`config.mk`:
```
export PLATFORM = sky130hd
export DESIGN_NAME = pai_top
export DESIGN_NICKNAME = d
export VERILOG_FILES = /design/src/hw/pai_pkg.sv /design/src/hw/pai_link_if.sv /design/src/hw/pai_shift.sv /design/src/hw/pai_top.sv
export SDC_FILE = /design/constraint.sdc
export NUM_CORES = 1
export LEC_CHECK = 0
export BUFFER_PORTS_ARGS = -buffer_cell sky130_fd_sc_hd__buf_2
export CORE_ASPECT_RATIO = 0.5
export CORE_MARGIN = 8
export CORE_UTILIZATION = 40
export CTS_BUF_LIST = sky130_fd_sc_hd__clkbuf_4 sky130_fd_sc_hd__clkbuf_8 sky130_fd_sc_hd__clkbuf_16
export DETAILED_ROUTE_END_ITERATION = 12
export PLACE_DENSITY_LB_ADDON = 0.3
export SETUP_SLACK_MARGIN = 0.15
export SLEW_MARGIN = 20
export SYNTH_ARGS = -nofsm -noshare
export SYNTH_HDL_FRONTEND = slang
export SYNTH_SLANG_ARGS = --single-unit
```
`constraint.sdc`:
```
create_clock -name clk_sys -period 5.27 [get_ports clk_sys]
set_input_delay 0.7905 -clock clk_sys [delete_from_list [all_inputs] [get_ports clk_sys]]
set_output_delay 0.7905 -clock clk_sys [all_outputs]
set_load 0.02 [all_outputs]
```
`src/hw/pai_pkg.sv`:
```
// constants, types and helpers shared by the pcm audio input port
package pai_pkg;

	// ----------------------------------------------------------------
	// initialization and clock ratio
	// ----------------------------------------------------------------
	localparam int INIT_CYCLES = 1024;
	localparam int INIT_CNT_W = 11;
	localparam logic [10:0] INIT_LAST = 11'(INIT_CYCLES - 1);
	localparam int PER_W = 12;
	localparam int BIT_W = 8;
	localparam logic [11:0] RATIO_MIN = 12'h080;
	localparam logic [11:0] RATIO_MAX = 12'h300;
	localparam logic [11:0] RATIO_OSR128_MIN = 12'h100;
	localparam logic [11:0] DRIFT_BITS = 12'h006;
	localparam logic [11:0] PER_SAT = 12'hFFF;
	localparam logic [7:0] BIT_SAT = 8'hFF;

	// ----------------------------------------------------------------
	// frame formats
	// ----------------------------------------------------------------
	localparam logic [2:0] FMT_RJ16 = 3'h0;
	localparam logic [2:0] FMT_RJ20 = 3'h1;
	localparam logic [2:0] FMT_RJ24 = 3'h2;
	localparam logic [2:0] FMT_LJ24 = 3'h3;
	localparam logic [2:0] FMT_I2S16 = 3'h4;
	localparam logic [2:0] FMT_I2S24 = 3'h5;
	localparam logic [2:0] FMT_DEFAULT = FMT_I2S24;
	localparam int SAMPLE_W = 24;
	localparam logic [4:0] SAMPLE_W5 = 5'h18;
	localparam logic [5:0] BIT_IDX_SAT = 6'h3F;

	typedef enum logic [1:0] {
		PAI_ST_INIT,
		PAI_ST_ACQ,
		PAI_ST_RUN
	} pai_state_e;

	// ----------------------------------------------------------------
	// helpers
	// ----------------------------------------------------------------
	// unused codes fall back to the default framing
	function automatic logic [4:0] fmt_width(input logic [2:0] f);
		case (f)
			FMT_RJ16, FMT_I2S16: fmt_width = 5'h10;
			FMT_RJ20: fmt_width = 5'h14;
			default: fmt_width = 5'h18;
		endcase
	endfunction

	function automatic logic fmt_is_rj(input logic [2:0] f);
		fmt_is_rj = (f == FMT_RJ16) || (f == FMT_RJ20) || (f == FMT_RJ24);
	endfunction

	function automatic logic fmt_is_i2s(input logic [2:0] f);
		fmt_is_i2s = !fmt_is_rj(f) && (f != FMT_LJ24);
	endfunction

	function automatic logic [11:0] absdiff(input logic [11:0] a, input logic [11:0] b);
		absdiff = (a > b) ? (a - b) : (b - a);
	endfunction

endpackage

```
`src/hw/pai_link_if.sv`:
```
// bundle between the port front end and the frame shifter
`timescale 1ns/1ns
`default_nettype none
interface pai_link_if;
	logic bit_rise;
	logic word_lvl;
	logic data_bit;
	logic enable;
	logic [2:0] fmt;
	logic [23:0] left;
	logic [23:0] right;
	logic strobe;
	modport drv(output bit_rise, output word_lvl, output data_bit, output enable, output fmt,
		input left, input right, input strobe);
	modport rcv(input bit_rise, input word_lvl, input data_bit, input enable, input fmt,
		output left, output right, output strobe);
endinterface
`default_nettype wire

```
`src/hw/pai_shift.sv`:
```
// serial frame shifter: bit capture, word alignment, channel split
`timescale 1ns/1ns
`default_nettype none
module pai_shift (
	input wire logic clk_sys,
	input wire logic rst_s_n,
	pai_link_if.rcv lnk
);
	logic [23:0] shreg_q, shreg_d;
	logic [23:0] left_q, left_d;
	logic [23:0] right_q, right_d;
	logic [5:0] cnt_q, cnt_d;
	logic lr_q, lr_d;
	logic started_q, started_d;
	logic strobe_q, strobe_d;

	// ----------------------------------------------------------------
	// next state
	// ----------------------------------------------------------------
	always_comb begin
		logic [4:0] w;
		logic rj;
		logic i2s;
		logic chg;
		logic [5:0] idx;
		logic [5:0] tgt;
		logic [23:0] word;
		w = pai_pkg::fmt_width(lnk.fmt);
		rj = pai_pkg::fmt_is_rj(lnk.fmt);
		i2s = pai_pkg::fmt_is_i2s(lnk.fmt);
		chg = lnk.word_lvl != lr_q;
		idx = chg ? 6'h00 : cnt_q;
		tgt = i2s ? {1'b0, w} : ({1'b0, w} - 6'h01);
		word = 24'h000000;
		shreg_d = shreg_q;
		left_d = left_q;
		right_d = right_q;
		cnt_d = cnt_q;
		lr_d = lr_q;
		started_d = started_q;
		strobe_d = 1'b0;
		if (!lnk.enable) begin
			// idle or resync: drop the line, feed zeros downstream [RQ19] [RQ10]
			shreg_d = 24'h000000;
			left_d = 24'h000000;
			right_d = 24'h000000;
			cnt_d = 6'h00;
			started_d = 1'b0;
			lr_d = lnk.word_lvl;
		end else if (lnk.bit_rise) begin
			shreg_d = {shreg_q[22:0], lnk.data_bit}; // [RQ8]
			lr_d = lnk.word_lvl;
			cnt_d = (idx == pai_pkg::BIT_IDX_SAT) ? idx : idx + 6'h01;
			if (chg) begin
				started_d = 1'b1;
			end
			if (rj && chg && started_q) begin
				// lsb sat in the last bit before the word clock flipped [RQ18]
				word = shreg_q << (pai_pkg::SAMPLE_W5 - w); // [RQ13]
				// high means left for right-justified [RQ14]
				if (lr_q) begin
					left_d = word;
				end else begin
					right_d = word;
				end
				strobe_d = 1'b1;
			end else if (!rj && (started_q || chg) && idx == tgt) begin
				// msb at first bit, one bit later for i2s [RQ18] [RQ17]
				word = shreg_d << (pai_pkg::SAMPLE_W5 - w); // [RQ13]
				// i2s low is left, left-justified high is left [RQ16] [RQ15]
				if (i2s ? !lnk.word_lvl : lnk.word_lvl) begin
					left_d = word;
				end else begin
					right_d = word;
				end
				strobe_d = 1'b1;
			end
		end
	end

	always_ff @(posedge clk_sys or negedge rst_s_n) begin
		if (!rst_s_n) begin
			shreg_q <= 24'h000000;
			left_q <= 24'h000000;
			right_q <= 24'h000000;
			cnt_q <= 6'h00;
			lr_q <= 1'b0;
			started_q <= 1'b0;
			strobe_q <= 1'b0;
		end else begin
			shreg_q <= shreg_d;
			left_q <= left_d;
			right_q <= right_d;
			cnt_q <= cnt_d;
			lr_q <= lr_d;
			started_q <= started_d;
			strobe_q <= strobe_d;
		end
	end

	assign lnk.left = left_q;
	assign lnk.right = right_q;
	assign lnk.strobe = strobe_q;

	// ----------------------------------------------------------------
	// checks
	// ----------------------------------------------------------------
	property p_bit_sample;
		@(posedge clk_sys) disable iff (!rst_s_n)
		lnk.enable && lnk.bit_rise |=> shreg_q[0] == $past(lnk.data_bit);
	endproperty
	a_bit_sample: assert property (p_bit_sample) else $error("bit not sampled on rise"); // [RQ8]

	property p_zero_idle;
		@(posedge clk_sys) disable iff (!rst_s_n)
		!lnk.enable |=> left_q == 24'h000000 && right_q == 24'h000000 && !strobe_q;
	endproperty
	a_zero_idle: assert property (p_zero_idle) else $error("samples not zero while idle"); // [RQ19]

	property p_strobe_cause;
		@(posedge clk_sys) disable iff (!rst_s_n)
		strobe_q |-> $past(lnk.bit_rise) && $past(lnk.enable);
	endproperty
	a_strobe_cause: assert property (p_strobe_cause) else $error("strobe without bit edge"); // [RQ18]

	c_strobe_i2s: cover property (@(posedge clk_sys) disable iff (!rst_s_n)
		strobe_q && lnk.fmt == pai_pkg::FMT_I2S24);
	c_strobe_rj: cover property (@(posedge clk_sys) disable iff (!rst_s_n)
		strobe_q && lnk.fmt == pai_pkg::FMT_RJ16);
endmodule
`default_nettype wire

```
`src/hw/pai_top.sv`:
```
// pcm audio input port: reset init, clock ratio lock, slip watch, serial intake
//
// What this block does
// (RQ1) lock automatically to system-clock-to-word ratios from 128 to 768.
// (RQ2) far side supplies a supported ratio; no 512 or 768 at 192 kHz.
// (RQ3) with 128x modulator rate the ratio must exceed 256.
// (RQ4) after power-on, count 1024 system clocks before normal operation.
// (RQ5) when initialization ends every mode setting holds its default.
// (RQ6) external reset is held low at least 20 ns by the controller.
// (RQ7) reset release starts the same 1024-clock initialization.
// (RQ8) serial data is taken on each rising edge of the bit clock.
// (RQ9) word clock is frequency-locked to the system clock; any phase is fine.
// (RQ10) slip beyond six bit clocks reinitializes within one sample; output zero.
// (RQ11) frame format comes from a three-bit format select.
// (RQ12) format defaults to 24-bit i2s after reset.
// (RQ13) samples are two's complement, msb first.
// (RQ14) right-justified: word clock high is left, low is right.
// (RQ15) left-justified: word clock high is left, low is right.
// (RQ16) i2s: word clock low is left, high is right.
// (RQ17) formats: rj 16/20/24, lj 24, i2s 16/24.
// (RQ18) lj msb after edge, i2s one bit later, rj lsb before edge.
// (RQ19) during init or resync ignore input and emit zero samples.
`timescale 1ns/1ns
`default_nettype none
module pai_top (
	input wire logic clk_sys,
	input wire logic rst_n,
	input wire logic pcm_bit_clock,
	input wire logic pcm_word_clock,
	input wire logic pcm_serial_in,
	input wire logic [2:0] frame_format_select,
	input wire logic format_load,
	input wire logic osr_128_sel,
	output logic [23:0] sample_left,
	output logic [23:0] sample_right,
	output logic sample_valid,
	output logic port_running,
	output logic [11:0] ratio_cycles
);
	// ----------------------------------------------------------------
	// reset release and pin synchronisers
	// ----------------------------------------------------------------
	logic rst_m_q, rst_s_n;
	logic [2:0] bck_q, wck_q;
	logic [1:0] dat_q;

	always_ff @(posedge clk_sys or negedge rst_n) begin
		if (!rst_n) begin
			rst_m_q <= 1'b0;
			rst_s_n <= 1'b0;
		end else begin
			rst_m_q <= 1'b1;
			rst_s_n <= rst_m_q;
		end
	end

	// stage 0 is read only by stage 1; edges come from stages 1 and 2
	always_ff @(posedge clk_sys or negedge rst_s_n) begin
		if (!rst_s_n) begin
			bck_q <= 3'h0;
			wck_q <= 3'h0;
			dat_q <= 2'h0;
		end else begin
			bck_q <= {bck_q[1:0], pcm_bit_clock};
			wck_q <= {wck_q[1:0], pcm_word_clock};
			dat_q <= {dat_q[0], pcm_serial_in};
		end
	end

	logic bit_rise, word_rise;
	assign bit_rise = bck_q[1] && !bck_q[2];
	assign word_rise = wck_q[1] && !wck_q[2];

	// ----------------------------------------------------------------
	// init, ratio lock and slip watch
	// ----------------------------------------------------------------
	pai_pkg::pai_state_e state_q, state_d;
	logic [10:0] init_cnt_q, init_cnt_d;
	logic [11:0] per_cnt_q, per_cnt_d;
	logic [11:0] per_q, per_d;
	logic [7:0] bit_cnt_q, bit_cnt_d;
	logic [7:0] bit_q, bit_d;
	logic acq_ok_q, acq_ok_d;
	logic [2:0] fmt_q, fmt_d;
	logic [11:0] drift_tol;
	logic in_range;

	// slip limit scales with the measured bit period, so any frame length works
	assign drift_tol = {4'h0, bit_q} * pai_pkg::DRIFT_BITS;
	// only the period matters; the phase to the system clock is free [RQ9]
	assign in_range = per_cnt_q >= pai_pkg::RATIO_MIN && per_cnt_q <= pai_pkg::RATIO_MAX
		&& (!osr_128_sel || per_cnt_q > pai_pkg::RATIO_OSR128_MIN); // [RQ1] [RQ3]

	always_comb begin
		state_d = state_q;
		init_cnt_d = init_cnt_q;
		per_cnt_d = (per_cnt_q == pai_pkg::PER_SAT) ? per_cnt_q : per_cnt_q + 12'h001;
		per_d = per_q;
		bit_cnt_d = (bit_cnt_q == pai_pkg::BIT_SAT) ? bit_cnt_q : bit_cnt_q + 8'h01;
		bit_d = bit_q;
		acq_ok_d = acq_ok_q;
		fmt_d = fmt_q;
		if (bit_rise) begin
			bit_d = bit_cnt_q;
			bit_cnt_d = 8'h01;
		end
		if (word_rise) begin
			per_cnt_d = 12'h001;
		end
		if (format_load && state_q != pai_pkg::PAI_ST_INIT) begin
			fmt_d = frame_format_select; // [RQ11]
		end
		case (state_q)
			pai_pkg::PAI_ST_INIT: begin
				// fixed-length init after reset release [RQ4] [RQ7]
				fmt_d = pai_pkg::FMT_DEFAULT; // [RQ5] [RQ12]
				acq_ok_d = 1'b0;
				init_cnt_d = init_cnt_q + 11'h001;
				if (init_cnt_q == pai_pkg::INIT_LAST) begin
					state_d = pai_pkg::PAI_ST_ACQ;
				end
			end
			pai_pkg::PAI_ST_ACQ: begin
				// two matching in-range periods before the port opens [RQ1]
				if (word_rise) begin
					per_d = per_cnt_q;
					acq_ok_d = in_range;
					if (in_range && acq_ok_q
						&& pai_pkg::absdiff(per_cnt_q, per_q) <= {4'h0, bit_q}) begin
						state_d = pai_pkg::PAI_ST_RUN;
					end
				end
			end
			pai_pkg::PAI_ST_RUN: begin
				// slip or lost word clock drops back to resync [RQ10]
				if (word_rise && pai_pkg::absdiff(per_cnt_q, per_q) > drift_tol) begin
					state_d = pai_pkg::PAI_ST_ACQ;
					acq_ok_d = 1'b0;
				end else if (!word_rise && per_cnt_q > per_q + drift_tol) begin
					state_d = pai_pkg::PAI_ST_ACQ;
					acq_ok_d = 1'b0;
				end
			end
			default: begin
				state_d = pai_pkg::PAI_ST_INIT;
				init_cnt_d = 11'h000;
			end
		endcase
	end

	always_ff @(posedge clk_sys or negedge rst_s_n) begin
		if (!rst_s_n) begin
			state_q <= pai_pkg::PAI_ST_INIT;
			init_cnt_q <= 11'h000;
			per_cnt_q <= 12'h000;
			per_q <= 12'h000;
			bit_cnt_q <= 8'h00;
			bit_q <= 8'h00;
			acq_ok_q <= 1'b0;
			fmt_q <= pai_pkg::FMT_DEFAULT;
		end else begin
			state_q <= state_d;
			init_cnt_q <= init_cnt_d;
			per_cnt_q <= per_cnt_d;
			per_q <= per_d;
			bit_cnt_q <= bit_cnt_d;
			bit_q <= bit_d;
			acq_ok_q <= acq_ok_d;
			fmt_q <= fmt_d;
		end
	end

	// ----------------------------------------------------------------
	// frame shifter
	// ----------------------------------------------------------------
	pai_link_if lnk ();

	assign lnk.bit_rise = bit_rise;
	assign lnk.word_lvl = wck_q[1];
	// data is two stages deep, like the clock edge it is sampled on
	assign lnk.data_bit = dat_q[1];
	assign lnk.enable = state_q == pai_pkg::PAI_ST_RUN; // [RQ19]
	assign lnk.fmt = fmt_q;

	pai_shift u_shift (
		.clk_sys(clk_sys),
		.rst_s_n(rst_s_n),
		.lnk(lnk.rcv)
	);

	assign sample_left = lnk.left;
	assign sample_right = lnk.right;
	assign sample_valid = lnk.strobe;
	assign port_running = state_q == pai_pkg::PAI_ST_RUN;
	assign ratio_cycles = per_q;

	// ----------------------------------------------------------------
	// checks
	// ----------------------------------------------------------------
	property p_init_hold;
		@(posedge clk_sys) disable iff (!rst_s_n)
		$rose(rst_s_n) |-> state_q == pai_pkg::PAI_ST_INIT [*8];
	endproperty
	a_init_hold: assert property (p_init_hold) else $error("init left early"); // [RQ7]

	property p_init_len;
		@(posedge clk_sys) disable iff (!rst_s_n)
		state_q == pai_pkg::PAI_ST_INIT |=>
			state_q == (($past(init_cnt_q) == pai_pkg::INIT_LAST)
			? pai_pkg::PAI_ST_ACQ : pai_pkg::PAI_ST_INIT);
	endproperty
	a_init_len: assert property (p_init_len) else $error("init length wrong"); // [RQ4]

	property p_default_fmt;
		@(posedge clk_sys) disable iff (!rst_s_n)
		state_q == pai_pkg::PAI_ST_INIT ##1 state_q == pai_pkg::PAI_ST_ACQ
			|-> fmt_q == pai_pkg::FMT_DEFAULT;
	endproperty
	a_default_fmt: assert property (p_default_fmt) else $error("format not default"); // [RQ12]

	property p_lock_range;
		@(posedge clk_sys) disable iff (!rst_s_n)
		state_q == pai_pkg::PAI_ST_ACQ ##1 state_q == pai_pkg::PAI_ST_RUN
			|-> per_q >= pai_pkg::RATIO_MIN && per_q <= pai_pkg::RATIO_MAX;
	endproperty
	a_lock_range: assert property (p_lock_range) else $error("locked out of range"); // [RQ1]

	property p_slip;
		@(posedge clk_sys) disable iff (!rst_s_n)
		state_q == pai_pkg::PAI_ST_RUN && word_rise
			&& pai_pkg::absdiff(per_cnt_q, per_q) > drift_tol
			|=> state_q == pai_pkg::PAI_ST_ACQ && !sample_valid;
	endproperty
	a_slip: assert property (p_slip) else $error("slip not caught"); // [RQ10]

	property p_lost;
		@(posedge clk_sys) disable iff (!rst_s_n)
		state_q == pai_pkg::PAI_ST_RUN && !word_rise && per_cnt_q > per_q + drift_tol
			|=> state_q == pai_pkg::PAI_ST_ACQ ##1 sample_left == 24'h000000;
	endproperty
	a_lost: assert property (p_lost) else $error("lost word clock not caught"); // [RQ10]

	c_run: cover property (@(posedge clk_sys) disable iff (!rst_s_n)
		$rose(port_running));
	c_resync: cover property (@(posedge clk_sys) disable iff (!rst_s_n)
		$fell(port_running));
endmodule
`default_nettype wire

```
# Word level (Yosys, flattened, before mapping)
# Cells that the tools add are included.
# totals
output_inout_bits,62
word_cells,149
in_bits,10
regBits,148
# classes
reduce_logical,37
n_mul,1
eq_ne,25
muxes,48
shift,2
n_addsub,9
n_lt_le_gt_ge,7
# op_table
cell,count
2-to-1 mux 24 bit,14
left shift 24 x 5 -> 24 bit,2
2-to-1 mux 12 bit,3
2-to-1 mux 6 bit,5
greater-than comparator 12 bit,2
subtractor 12 bit,2
case mux 11 bit (2 select lines),1
!= test 3 bit (second input constant),6
2-to-1 mux 8 bit,2
logical AND 1 bit,14
!= test 2 bit (second input constant),7
2-to-1 mux 1 bit,13
adder 12 x 1 -> 12 bit (second input constant),1
adder 12 x 11 -> 12 bit,1
== test 12 bit (second input constant),1
>= comparator 12 x 8 -> 1 bit (second input constant),1
greater-than comparator 12 x 11 -> 1 bit,1
greater-than comparator 12 x 9 -> 1 bit (second input constant),1
<= comparator 12 x 10 -> 1 bit (second input constant),1
<= comparator 12 x 8 -> 1 bit,1
AND reduction 4 bit,3
adder 11 x 1 -> 11 bit (second input constant),1
== test 11 x 10 -> 1 bit (second input constant),1
multiplier 8 x 2 -> 10 bit (second input constant),1
other kinds (28),44

# Logic depth before layout (Yosys ltp)
# Gate-level depths: netlist of run 1.
# logic_depth
ltp_word,12
depth_mapped,22
ltp_nobuf,22

# By module
# A second synthesis of run 1 with hierarchy kept.
# hier_totals
cells_unflattened,1042
hier_area_um2,9765.6
# by_module_without_submodules
module,area_each_um2,cells_each,instances,seq_area_each_um2
pai_top,5351.4,599,1,1679.1
pai_shift,4414.2,443,1,2026.9

# Worst setup path before layout of run 1
# No wires, ideal clock.
# synth_timing
path_type,register -> register
from,register bit_q[0]
to,register state_q[0]
path_slack_ps,479
setup_time_ps,124
stages_incl_launch_ff,23
required_ps,5146
n_path_buf,0
arrival_time_ps,4667
period_less_slack_ps,4791
cell_sequence,dfrtp_1 -> ha_1 -> fa_1 -> a21o_1 -> a21oi_1 -> o21bai_1 -> a21o_1 -> xnor2_1 -> ha_1 -> a21o_1 -> a31o_2 -> a21o_1 -> a21oi_1 -> xnor2_1 -> ha_1 -> nand4_1 -> a211o_1 -> a311oi_1 -> nor2_1 -> o21a_1 -> a311oi_2 -> o21ai_2 -> mux2i_1
# synth_between
elab_chain_len,6
word_cells_on_any_way,13
classes_between,add/sub (1); mul (1); order compare (3); eq/ne (2); mux (2); reduce/logical (4)
# synth_rtl
element,line,text
from (decl),pai_top.sv:82,"logic [7:0] bit_q, bit_d;"
from (signal assigned),pai_top.sv:167,bit_q <= bit_d;
multiplier 8 x 2 -> 10 bit,pai_top.sv:89,"assign drift_tol = {4'h0, bit_q} * pai_pkg::DRIFT_BITS;"
adder 12 x 11 -> 12 bit,pai_top.sv:139,end else if (!word_rise && per_cnt_q > per_q + drift_tol) begin
greater-than comparator 12 bit,pai_top.sv:139,
logical AND 1 bit,pai_top.sv:139,
!= test 3 bit (no source line),--,
AND reduction 4 bit (no source line),--,
to (signal assigned),pai_top.sv:153,state_q <= pai_pkg::PAI_ST_INIT;
to (signal assigned),pai_top.sv:162,state_q <= state_d;
to (decl),pai_top.sv:77,"pai_pkg::pai_state_e state_q, state_d;"
# Several ways; a longest one is shown, not always the timed one.
# A chain may end at the register's enable or synchronous reset.

# Final worst setup path of run 1
# layout_timing
from,register bit_q[1]
to,register state_q[0]
# Same word-level chain as after synthesis.

==> results of run 1 <==
==> registers in the layout (all words and copies together) (netlist names) <==
register and cells:
state_q 2, u_shift.started_q 1, rst_s_n 1, u_shift.lr_q 1, u_shift.cnt_q 6, per_cnt_q 12, u_shift.lnk.strobe 1, init_cnt_q 11
wck_q 3, acq_ok_q 1, rst_m_q 1, u_shift.shreg_q 24, bit_cnt_q 8, fmt_q 3, ratio_cycles 12, bck_q 3
dat_q 2, u_shift.lnk.left 24, bit_q 8, u_shift.lnk.right 24
==> path summary, 6_finish.rpt <==
check,end,cells after the start
setup / recovery,state_q[0],22
setup reg to reg,state_q[0],22
max in group asynchronous,init_cnt_q[2],1
hold / removal,rst_s_n,1
min in group clk_sys,rst_s_n,0
hold reg to reg,ratio_cycles[2],0
==> kinds of logic (layout without fill, tap and decap cells) <==
family	Yosys count	in the layout
mux	87	87
other cells	1	1
buf+inv	138	217
flops	148	148
xor+xnor	43	43
fa+ha+maj	85	85
compound gates	237	237
simple gates	259	259
==> placed cells by master (no fill, tap or decap), types with 8 or more instances in the layout <==
cell type	instances
dfrtp_1	145
nand2_1	115
inv_1	94
a21oi_1	82
ha_1	80
buf_2	71
mux2i_1	64
o21ai_0	47
nor2_1	39
xnor2_1	25
nand3_1	23
buf_4	19
a21o_1	17
clkbuf_16	17
xor2_1	16
nand4_1	16
mux2_2	15
and3_1	10
a22oi_1	10
o21bai_1	9
nor3_1	9
o211ai_1	9
a31oi_1	8
nor2b_1	8
==> cell type report <==
| cell class | count | share of cell area (%) |
|---|---|---|
| clock inverters | 13 | 1.58 |
| well taps | 315 | 3.64 |
| repair buffers | 91 | 4.79 |
| multi-input cells | 712 | 48.3 |
| flip-flops and latches | 148 | 34.3 |
| clock buffers | 19 | 4.13 |
| inverters | 94 | 3.26 |
==> report_power, final <==
group	internal (mW)	leakage [nW]	switching (mW)	total, mW
Clock	0.771	0.299	0.521	1.29
Sequential	1.19	2.00	0.0942	1.29
Combinational	1.02	2.94	1.46	2.49
Total	2.98	5.24	2.08	5.06
==> critical path: cells and delay by family (launching register included) <==
| kind | cells | cell delay, ns |
|---|---|---|
| compound gates | 13 | 2.62 |
| fa+ha+maj | 4 | 1.12 |
| flops | 1 | 0.42 |
| xor+xnor | 2 | 0.28 |
| simple gates | 2 | 0.20 |
| mux | 1 | 0.12 |
==> per-layer routing <==
layer	GRT usage [%]	wire length (µm)	up-vias
met5	2.43	96	-
met4	4.42	248	2
met3	5.06	1960	22
met2	19.9	8680	228
met1	27.7	13400	3584
li1	-	-	3631
==> what timing repair did <==
action | 4_1_cts | 5_1_grt
setup buffers | 0 | 3
setup endpoints to repair | 2 | 3
cloned | 0 | 0
resized for setup | 2 | 6
pin swaps | 1 | 7
==> out/results.tsv, run 1 <==
stage	metric	value	unit
synthesis	most frequent cells after synthesis	146 x dfrtp_1, 115 x nand2_1, 94 x inv_1	
synthesis	largest cells by area after synthesis	dfrtp_1 38%, ha_1 11%, mux2i_1 6.7%	
cells_and_area	layout overhead on the synthesized area	13.9	%
critical_path	CP Cell Sequence	ha_2 -> fa_2 -> a21o_1 -> a21oi_2 -> o21bai_1 -> a21o_1 -> xnor2_2 -> ha_1 -> a21o_1 -> a31o_2 -> a21o_1 -> a21oi_2 -> xnor2_1 -> ha_1 -> nand4_1 -> a211o_1 -> a311oi_2 -> nor2_2 -> o21a_1 -> a311oi_2 -> o21ai_2 -> mux2i_1	
cts	CTS tree	yes	
synthesis	dominant cell type by area after synthesis	dfrtp_1	
critical_path	Crit-path slowest cell	dfrtp_1	
sta	Final Cycle Share	92.6	%
critical_path	Req. time, crit path	5.59	ns
placed_design	DP Wirelength	18200	µm
drt	1st-iter DRT viols	836	
placed_design	gpl congestion	0.891	
cts	Max clock buf depth	2	
placed_design	placed inst area	0.0101	mm²
synthesis	Synth Cell Area	0.00950	mm²
critical_path	CP Launch Point	bit_q[1]	
critical_path	reg2reg start	bit_q[1]	
critical_path	Crit. End Element	flip-flop	
sta	Worst Max-Slew Pin Slew	0.984	ns
synthesis	Synth Area in Adders	11.5	%
synthesis	XOR/XNOR share of the synthesized area	4.16	%
synthesis	sequential element share of the synthesized area	39.0	%
pwr	total power	5.06	mW
cells_and_area	register area	0.00371	mm²
job	MaxCap Viol Count	0	
synthesis	post-synthesis compound-gate area fraction	16.2	%
sta	RSZ-0062 raised after global routing	true	
global_route	initial antenna violation count	0	
worst_hold_path	HP Class	primary input to async pin	
cts	clock-pin slew on the worst setup and hold paths	0.06	ns
floorplanning	Initial Utilization	40.1	%
cts	TritonCTS Buffers	17	
sta	setup_tns	0	ns
floorplanning	Ports	72	
synthesis	post-synthesis mux area share	9.63	%
cells_and_area	# nets final	1159	
critical_path	Critical Path Fanout Max	4	
floorplanning	# rows	40	
cells_and_area	layout cells sized above 1	16.1	%
cts	cts hold-fix bufs	0	
synthesis	count leader, synth	dfrtp_1	
cells_and_area	post-route insts no fill	1392	
drt	Routed Wire Length	24400	µm
sta	worst setup margin	0.390	ns
global_route	total global routing overflow	0	
cells_and_area	fillers	2265	
drt	DRT Pass-1 Iters	6	
cts	Root Driver	clkbuf_16	
cells_and_area	final core utilization	45.7	%
floorplanning	Core Area	0.0237	mm²
floorplanning	die area	0.0292	mm²
sta	Worst Skew	0.00786	ns
placed_design	dpl ws	0.0156	ns
cts	clock sink total	148	
synthesis	Post-synth EDFFs	0	
synthesis	Top FF cell, synth	dfrtp_1	
synthesis	Simple-Gate Fraction of Synth Area	13.1	%
critical_path	most frequent CP cell	a21o_1	
cts	worst skew pair latency	0.44	ns
critical_path	Setup crit start kind	flip-flop	
pwr	PD cells	468	mW/mm²
global_route	gr usage total	16.9	%
drt	Post-route DRC	0	
global_route	first-pass GRT wire length	39400	µm
global_route	largest net degree at the start of global routing	120	
sta	Slew Limit Fails	0	
synthesis	Cell variety after synth	77	
synthesis	Cells after Synth	998	
sta	Final Hold Vio Count	0	
drt	vias post-DR	7467	
critical_path	FF-to-FF setup slack	0.39	ns
drt	Via density	5.36	
pwr	worst vdd ir	0.288	mV
global_route	vias in the first global route	7008	
cells_and_area	area of the multi-input gates	0.00523	mm²
synthesis	register bit count reported by yosys	148	
placed_design	placed cells	1357	
critical_path	CP Data Arrival Time	5.20	ns
sta	Final setup viols	0	
synthesis	main combinational cell family by area after synthesis	compound AO/OA/AOI/OAI gates	
sta	Worst slew margin	34.4	%
floorplanning	DIE HEIGHT	125	µm
cells_and_area	number of diodes	0	
synthesis	Syn Nets	1093	
synthesis	Async SR Flop Fraction	100	%
drt	post-route ant nets	0	
placed_design	port bufs	71	
pwr	leakage	5.24	nW
floorplanning	chip width	234	µm
sta	Final min period	4.88	ns
cts	H-tree depth	4	
sta	Fin Hold WS	0.131	ns
synthesis	Yosys Warn Count	0	
synthesis	Yosys top cell area share	38.5	%
cells_and_area	final instance area	0.0108	mm²
sta	fmax	0.205	GHz
outcome	status	finished clean	
critical_path	Crit Path Category	flip-flop to flip-flop	
drt	drt wl/cell	17.5	µm
synthesis	Avg Cell Area, Syn	9.52	µm²
critical_path	Crit path largest cell delay	0.42	ns
(Power assumes the default switching activity.)
==> run 2: changes to the inputs <==
--- a/config.mk
+++ b/config.mk
@@ -16,4 +16,5 @@
 export SLEW_MARGIN = 20
 export SYNTH_ARGS = -nofsm -noshare
 export SYNTH_HDL_FRONTEND = slang
+export SYNTH_HIERARCHICAL = 1
 export SYNTH_SLANG_ARGS = --single-unit
==> out/results.tsv, run 2 <==
stage	metric	value	unit	change
outcome	status	finished clean		
synthesis	most frequent cells after synthesis	150 x nand2_1, 146 x dfrtp_1, 88 x mux2i_1		
sta	Final Hold Vio Count	0		unchanged
drt	drt wl/cell	17.0	µm	-3.1%
cells_and_area	final instance area	0.0111	mm²	+2.3%
drt	Routed Wire Length	24200	µm	-0.60%
synthesis	Cells after Synth	1042		+4.4%
synthesis	Simple-Gate Fraction of Synth Area	16.6	%	+3.5 points
cells_and_area	most common cell after layout, fill and taps aside	nand2_1		
synthesis	largest cells by area after synthesis	dfrtp_1 37%, ha_1 10%, mux2i_1 9.0%		
critical_path	Setup crit start kind	flip-flop		
drt	1st-iter DRT viols	585		-30%
synthesis	register bit count reported by yosys	148		unchanged
sta	fmax	0.205	GHz	+0.27%
job	MaxCap Viol Count	0		unchanged
drt	vias post-DR	7688		+3.0%
sta	Slew Limit Fails	0		unchanged
placed_design	placed cells	1389		+2.4%
drt	Via density	5.38		+0.36%
critical_path	CP Cell Sequence	ha_2 -> fa_1 -> a21o_1 -> a21oi_2 -> o21bai_1 -> a21o_1 -> xnor2_2 -> ha_1 -> a21o_1 -> a31o_2 -> a21o_1 -> a21oi_2 -> xnor2_1 -> ha_1 -> nand2_1 -> o21ai_2 -> nand2b_1 -> o311ai_0 -> o21a_1 -> o21a_1 -> a311oi_4 -> o21ai_2 -> mux2i_1		
cts	worst skew pair latency	0.44	ns	about the same
global_route	gr usage total	16.0	%	-0.87 points
global_route	total global routing overflow	0		unchanged
floorplanning	Ports	72		unchanged
sta	Worst Skew	0.0117	ns	+0.00386 ns
global_route	vias in the first global route	7718		+10%
synthesis	Async SR Flop Fraction	100	%	unchanged
placed_design	placed inst area	0.0103	mm²	+1.8%
global_route	initial antenna violation count	0		unchanged
cts	Root Driver	clkbuf_16		
synthesis	Yosys Warn Count	6		+6
floorplanning	chip width	237	µm	+1.3%
drt	Post-route DRC	0		unchanged
cts	clock sink total	148		unchanged
synthesis	Synth Area in Adders	11.2	%	-0.32 points
sta	RSZ-0062 raised after global routing	false		
critical_path	Crit Path Category	flip-flop to flip-flop		
floorplanning	Initial Utilization	40.7	%	+0.61 points
sta	Final Cycle Share	92.3	%	-0.25 points
cts	clock-pin slew on the worst setup and hold paths	0.07	ns	about the same
sta	Fin Hold WS	0.134	ns	+0.00257 ns
floorplanning	DIE HEIGHT	126	µm	+1.2%
critical_path	Crit-path slowest cell	dfrtp_2		
synthesis	Cell variety after synth	77		unchanged
synthesis	Syn Nets	1137		+4.0%
synthesis	Avg Cell Area, Syn	9.37	µm²	-1.5%
cells_and_area	layout overhead on the synthesized area	13.4	%	
cts	TritonCTS Buffers	17		unchanged
cells_and_area	fillers	2213		-2.3%
placed_design	port bufs	71		unchanged
cts	cts hold-fix bufs	0		unchanged
cells_and_area	commonest non-fill, non-tap cells in the layout	150 x nand2_1, 144 x dfrtp_1, 88 x mux2i_1		
synthesis	count leader, synth	nand2_1		
synthesis	post-synthesis mux area share	9.25	%	-0.38 points
critical_path	Crit. End Element	flip-flop		
critical_path	Req. time, crit path	5.58	ns	about the same
floorplanning	die area	0.0300	mm²	+2.5%
drt	DRT Pass-1 Iters	5		-1
synthesis	Synth Cell Area	0.00977	mm²	+2.8%
critical_path	CP Data Arrival Time	5.18	ns	-0.02 ns
synthesis	Top FF cell, synth	dfrtp_1		
placed_design	DP Wirelength	17300	µm	-4.9%
sta	Worst slew margin	29.5	%	-4.9 points
synthesis	XOR/XNOR share of the synthesized area	3.95	%	-0.22 points
critical_path	Critical Path Fanout Max	5		+1
global_route	largest net degree at the start of global routing	59		-51%
worst_hold_path	HP Class	primary input to async pin		
floorplanning	Core Area	0.0240	mm²	+1.3%
synthesis	Yosys top cell area share	37.4	%	-1.1 points
cts	Max clock buf depth	2		unchanged
sta	Final min period	4.87	ns	-0.0132 ns
pwr	worst vdd ir	0.203	mV	-30%
cells_and_area	post-route insts no fill	1428		+2.6%
synthesis	sequential element share of the synthesized area	38.0	%	-1.1 points
sta	Final setup viols	0		unchanged
placed_design	gpl congestion	0.914		+2.7%
cells_and_area	layout cells sized above 1	14.6	%	-1.4 points
sta	Worst Max-Slew Pin Slew	1.05	ns	+0.0706 ns
cells_and_area	number of diodes	0		unchanged
cts	H-tree depth	4		unchanged
global_route	first-pass GRT wire length	40000	µm	+1.6%
cts	CTS tree	yes		
synthesis	main combinational cell family by area after synthesis	simple AND/OR/NAND/NOR gates		
sta	setup_tns	0	ns	unchanged
pwr	leakage	5.08	nW	-3.1%
sta	worst setup margin	0.403	ns	+0.0132 ns
synthesis	dominant cell type by area after synthesis	dfrtp_1		
critical_path	most frequent CP cell	a21o_1		
synthesis	post-synthesis compound-gate area fraction	15.7	%	-0.48 points
drt	post-route ant nets	0		unchanged
cells_and_area	# nets final	1195		+3.1%
critical_path	Crit path largest cell delay	0.44	ns	+0.02 ns
synthesis	Post-synth EDFFs	0		unchanged
floorplanning	# rows	40		unchanged
placed_design	dpl ws	0.0600	ns	+0.0444 ns
pwr	PD cells	448	mW/mm²	-4.3%
-- run 2: cell count changes after synthesis, sizes merged, moves of 9 or more --
cell,previous run,this run
mux2i,64,88
nor2b,9,37
clkbuf,20,29
nand3,23,32
nand2,115,151
a21oi,84,54
o22ai,6,23
mux2,23,2
inv,94,62
-- run 2: area by class of cell --
| cell class | count | area, µm² | share of cell area (%) |
|---|---|---|---|
| inverters | 62 | 233 | 2.10 |
| well taps | 315 | 394 | 3.56 |
| flip-flops and latches | 148 | 3710 | 33.5 |
| clock inverters | 15 | 219 | 1.98 |
| repair buffers | 89 | 490 | 4.43 |
| clock buffers | 17 | 425 | 3.84 |
| multi-input cells | 782 | 5600 | 50.6 |
-- run 2: repair_timing --
item	in CTS	in global routing
gates resized for setup	2	8
setup endpoints to repair	2	3
pin swaps	0	6
gates cloned	0	0
buffers inserted	0	7
-- run 2: worst max-delay path: cells and delay by family, from the launching register on --
family | cells | cell delay (ns)
AOI/OAI and AO/OA | 14 | 2.45
xor gates and xnor gates | 2 | 0.30
adders and majority gates | 4 | 1.24
DFF | 1 | 0.44
muxes | 1 | 0.12
and+or+nand+nor | 2 | 0.20
-- run 2: worst paths after layout --
| kind | slack (ns) | end | cells past startpoint | from |
|---|---|---|---|---|
| min in group clk_sys | 0.35 | bck_q[1] | 0 | bck_q[0] |
| max in group asynchronous | 3.79 | u_shift/shreg_q[12] | 1 | rst_s_n |
| worst min register to register | 0.34 | ratio_cycles[2] | 0 | rst_s_n |
| worst min-delay path | 0.13 | rst_s_n | 1 | rst_n |
| worst max register to register | 0.40 | state_q[0] | 23 | bit_q[0] |
| worst max-delay path | 0.40 | state_q[0] | 23 | bit_q[0] |
-- run 2: report_power, final --
part           internal (mW)  switching [mW]  total [mW]  leakage (nW)
sequential              1.19          0.0931        1.28          2.00
combinational          0.974            1.36        2.33          2.77
clock                  0.771           0.569        1.34         0.311
-- run 2: cell families after synthesis --
group | count (synthesis)
multiplexers | 90
AO/OA/AOI/OAI | 232
AND/OR/NAND/NOR | 330
other | 1
adder cells (fa/ha/maj) | 85
XOR/XNOR | 44
flip-flops | 148
buffers and inverters | 112
-- run 2: routing by layer --
metal | GRT usage, % | up-vias | wire (µm)
met4 | 5.28 | 0 | 424
li1 | - | 3780 | -
met2 | 26.9 | 166 | 11500
met5 | 0 | - | 0
met1 | 20.8 | 3707 | 11400
met3 | 2.92 | 35 | 900
-- run 2: through the flow --
step / utilization (%) / power, mW
after floorplan: - / 3.01
after global placement: 43.1 / 3.49
after detailed placement: 43.1 / 3.58
after CTS: 45.8 / 4.94
after global routing: 46.2 / 5.32
final: 46.2 / 4.96
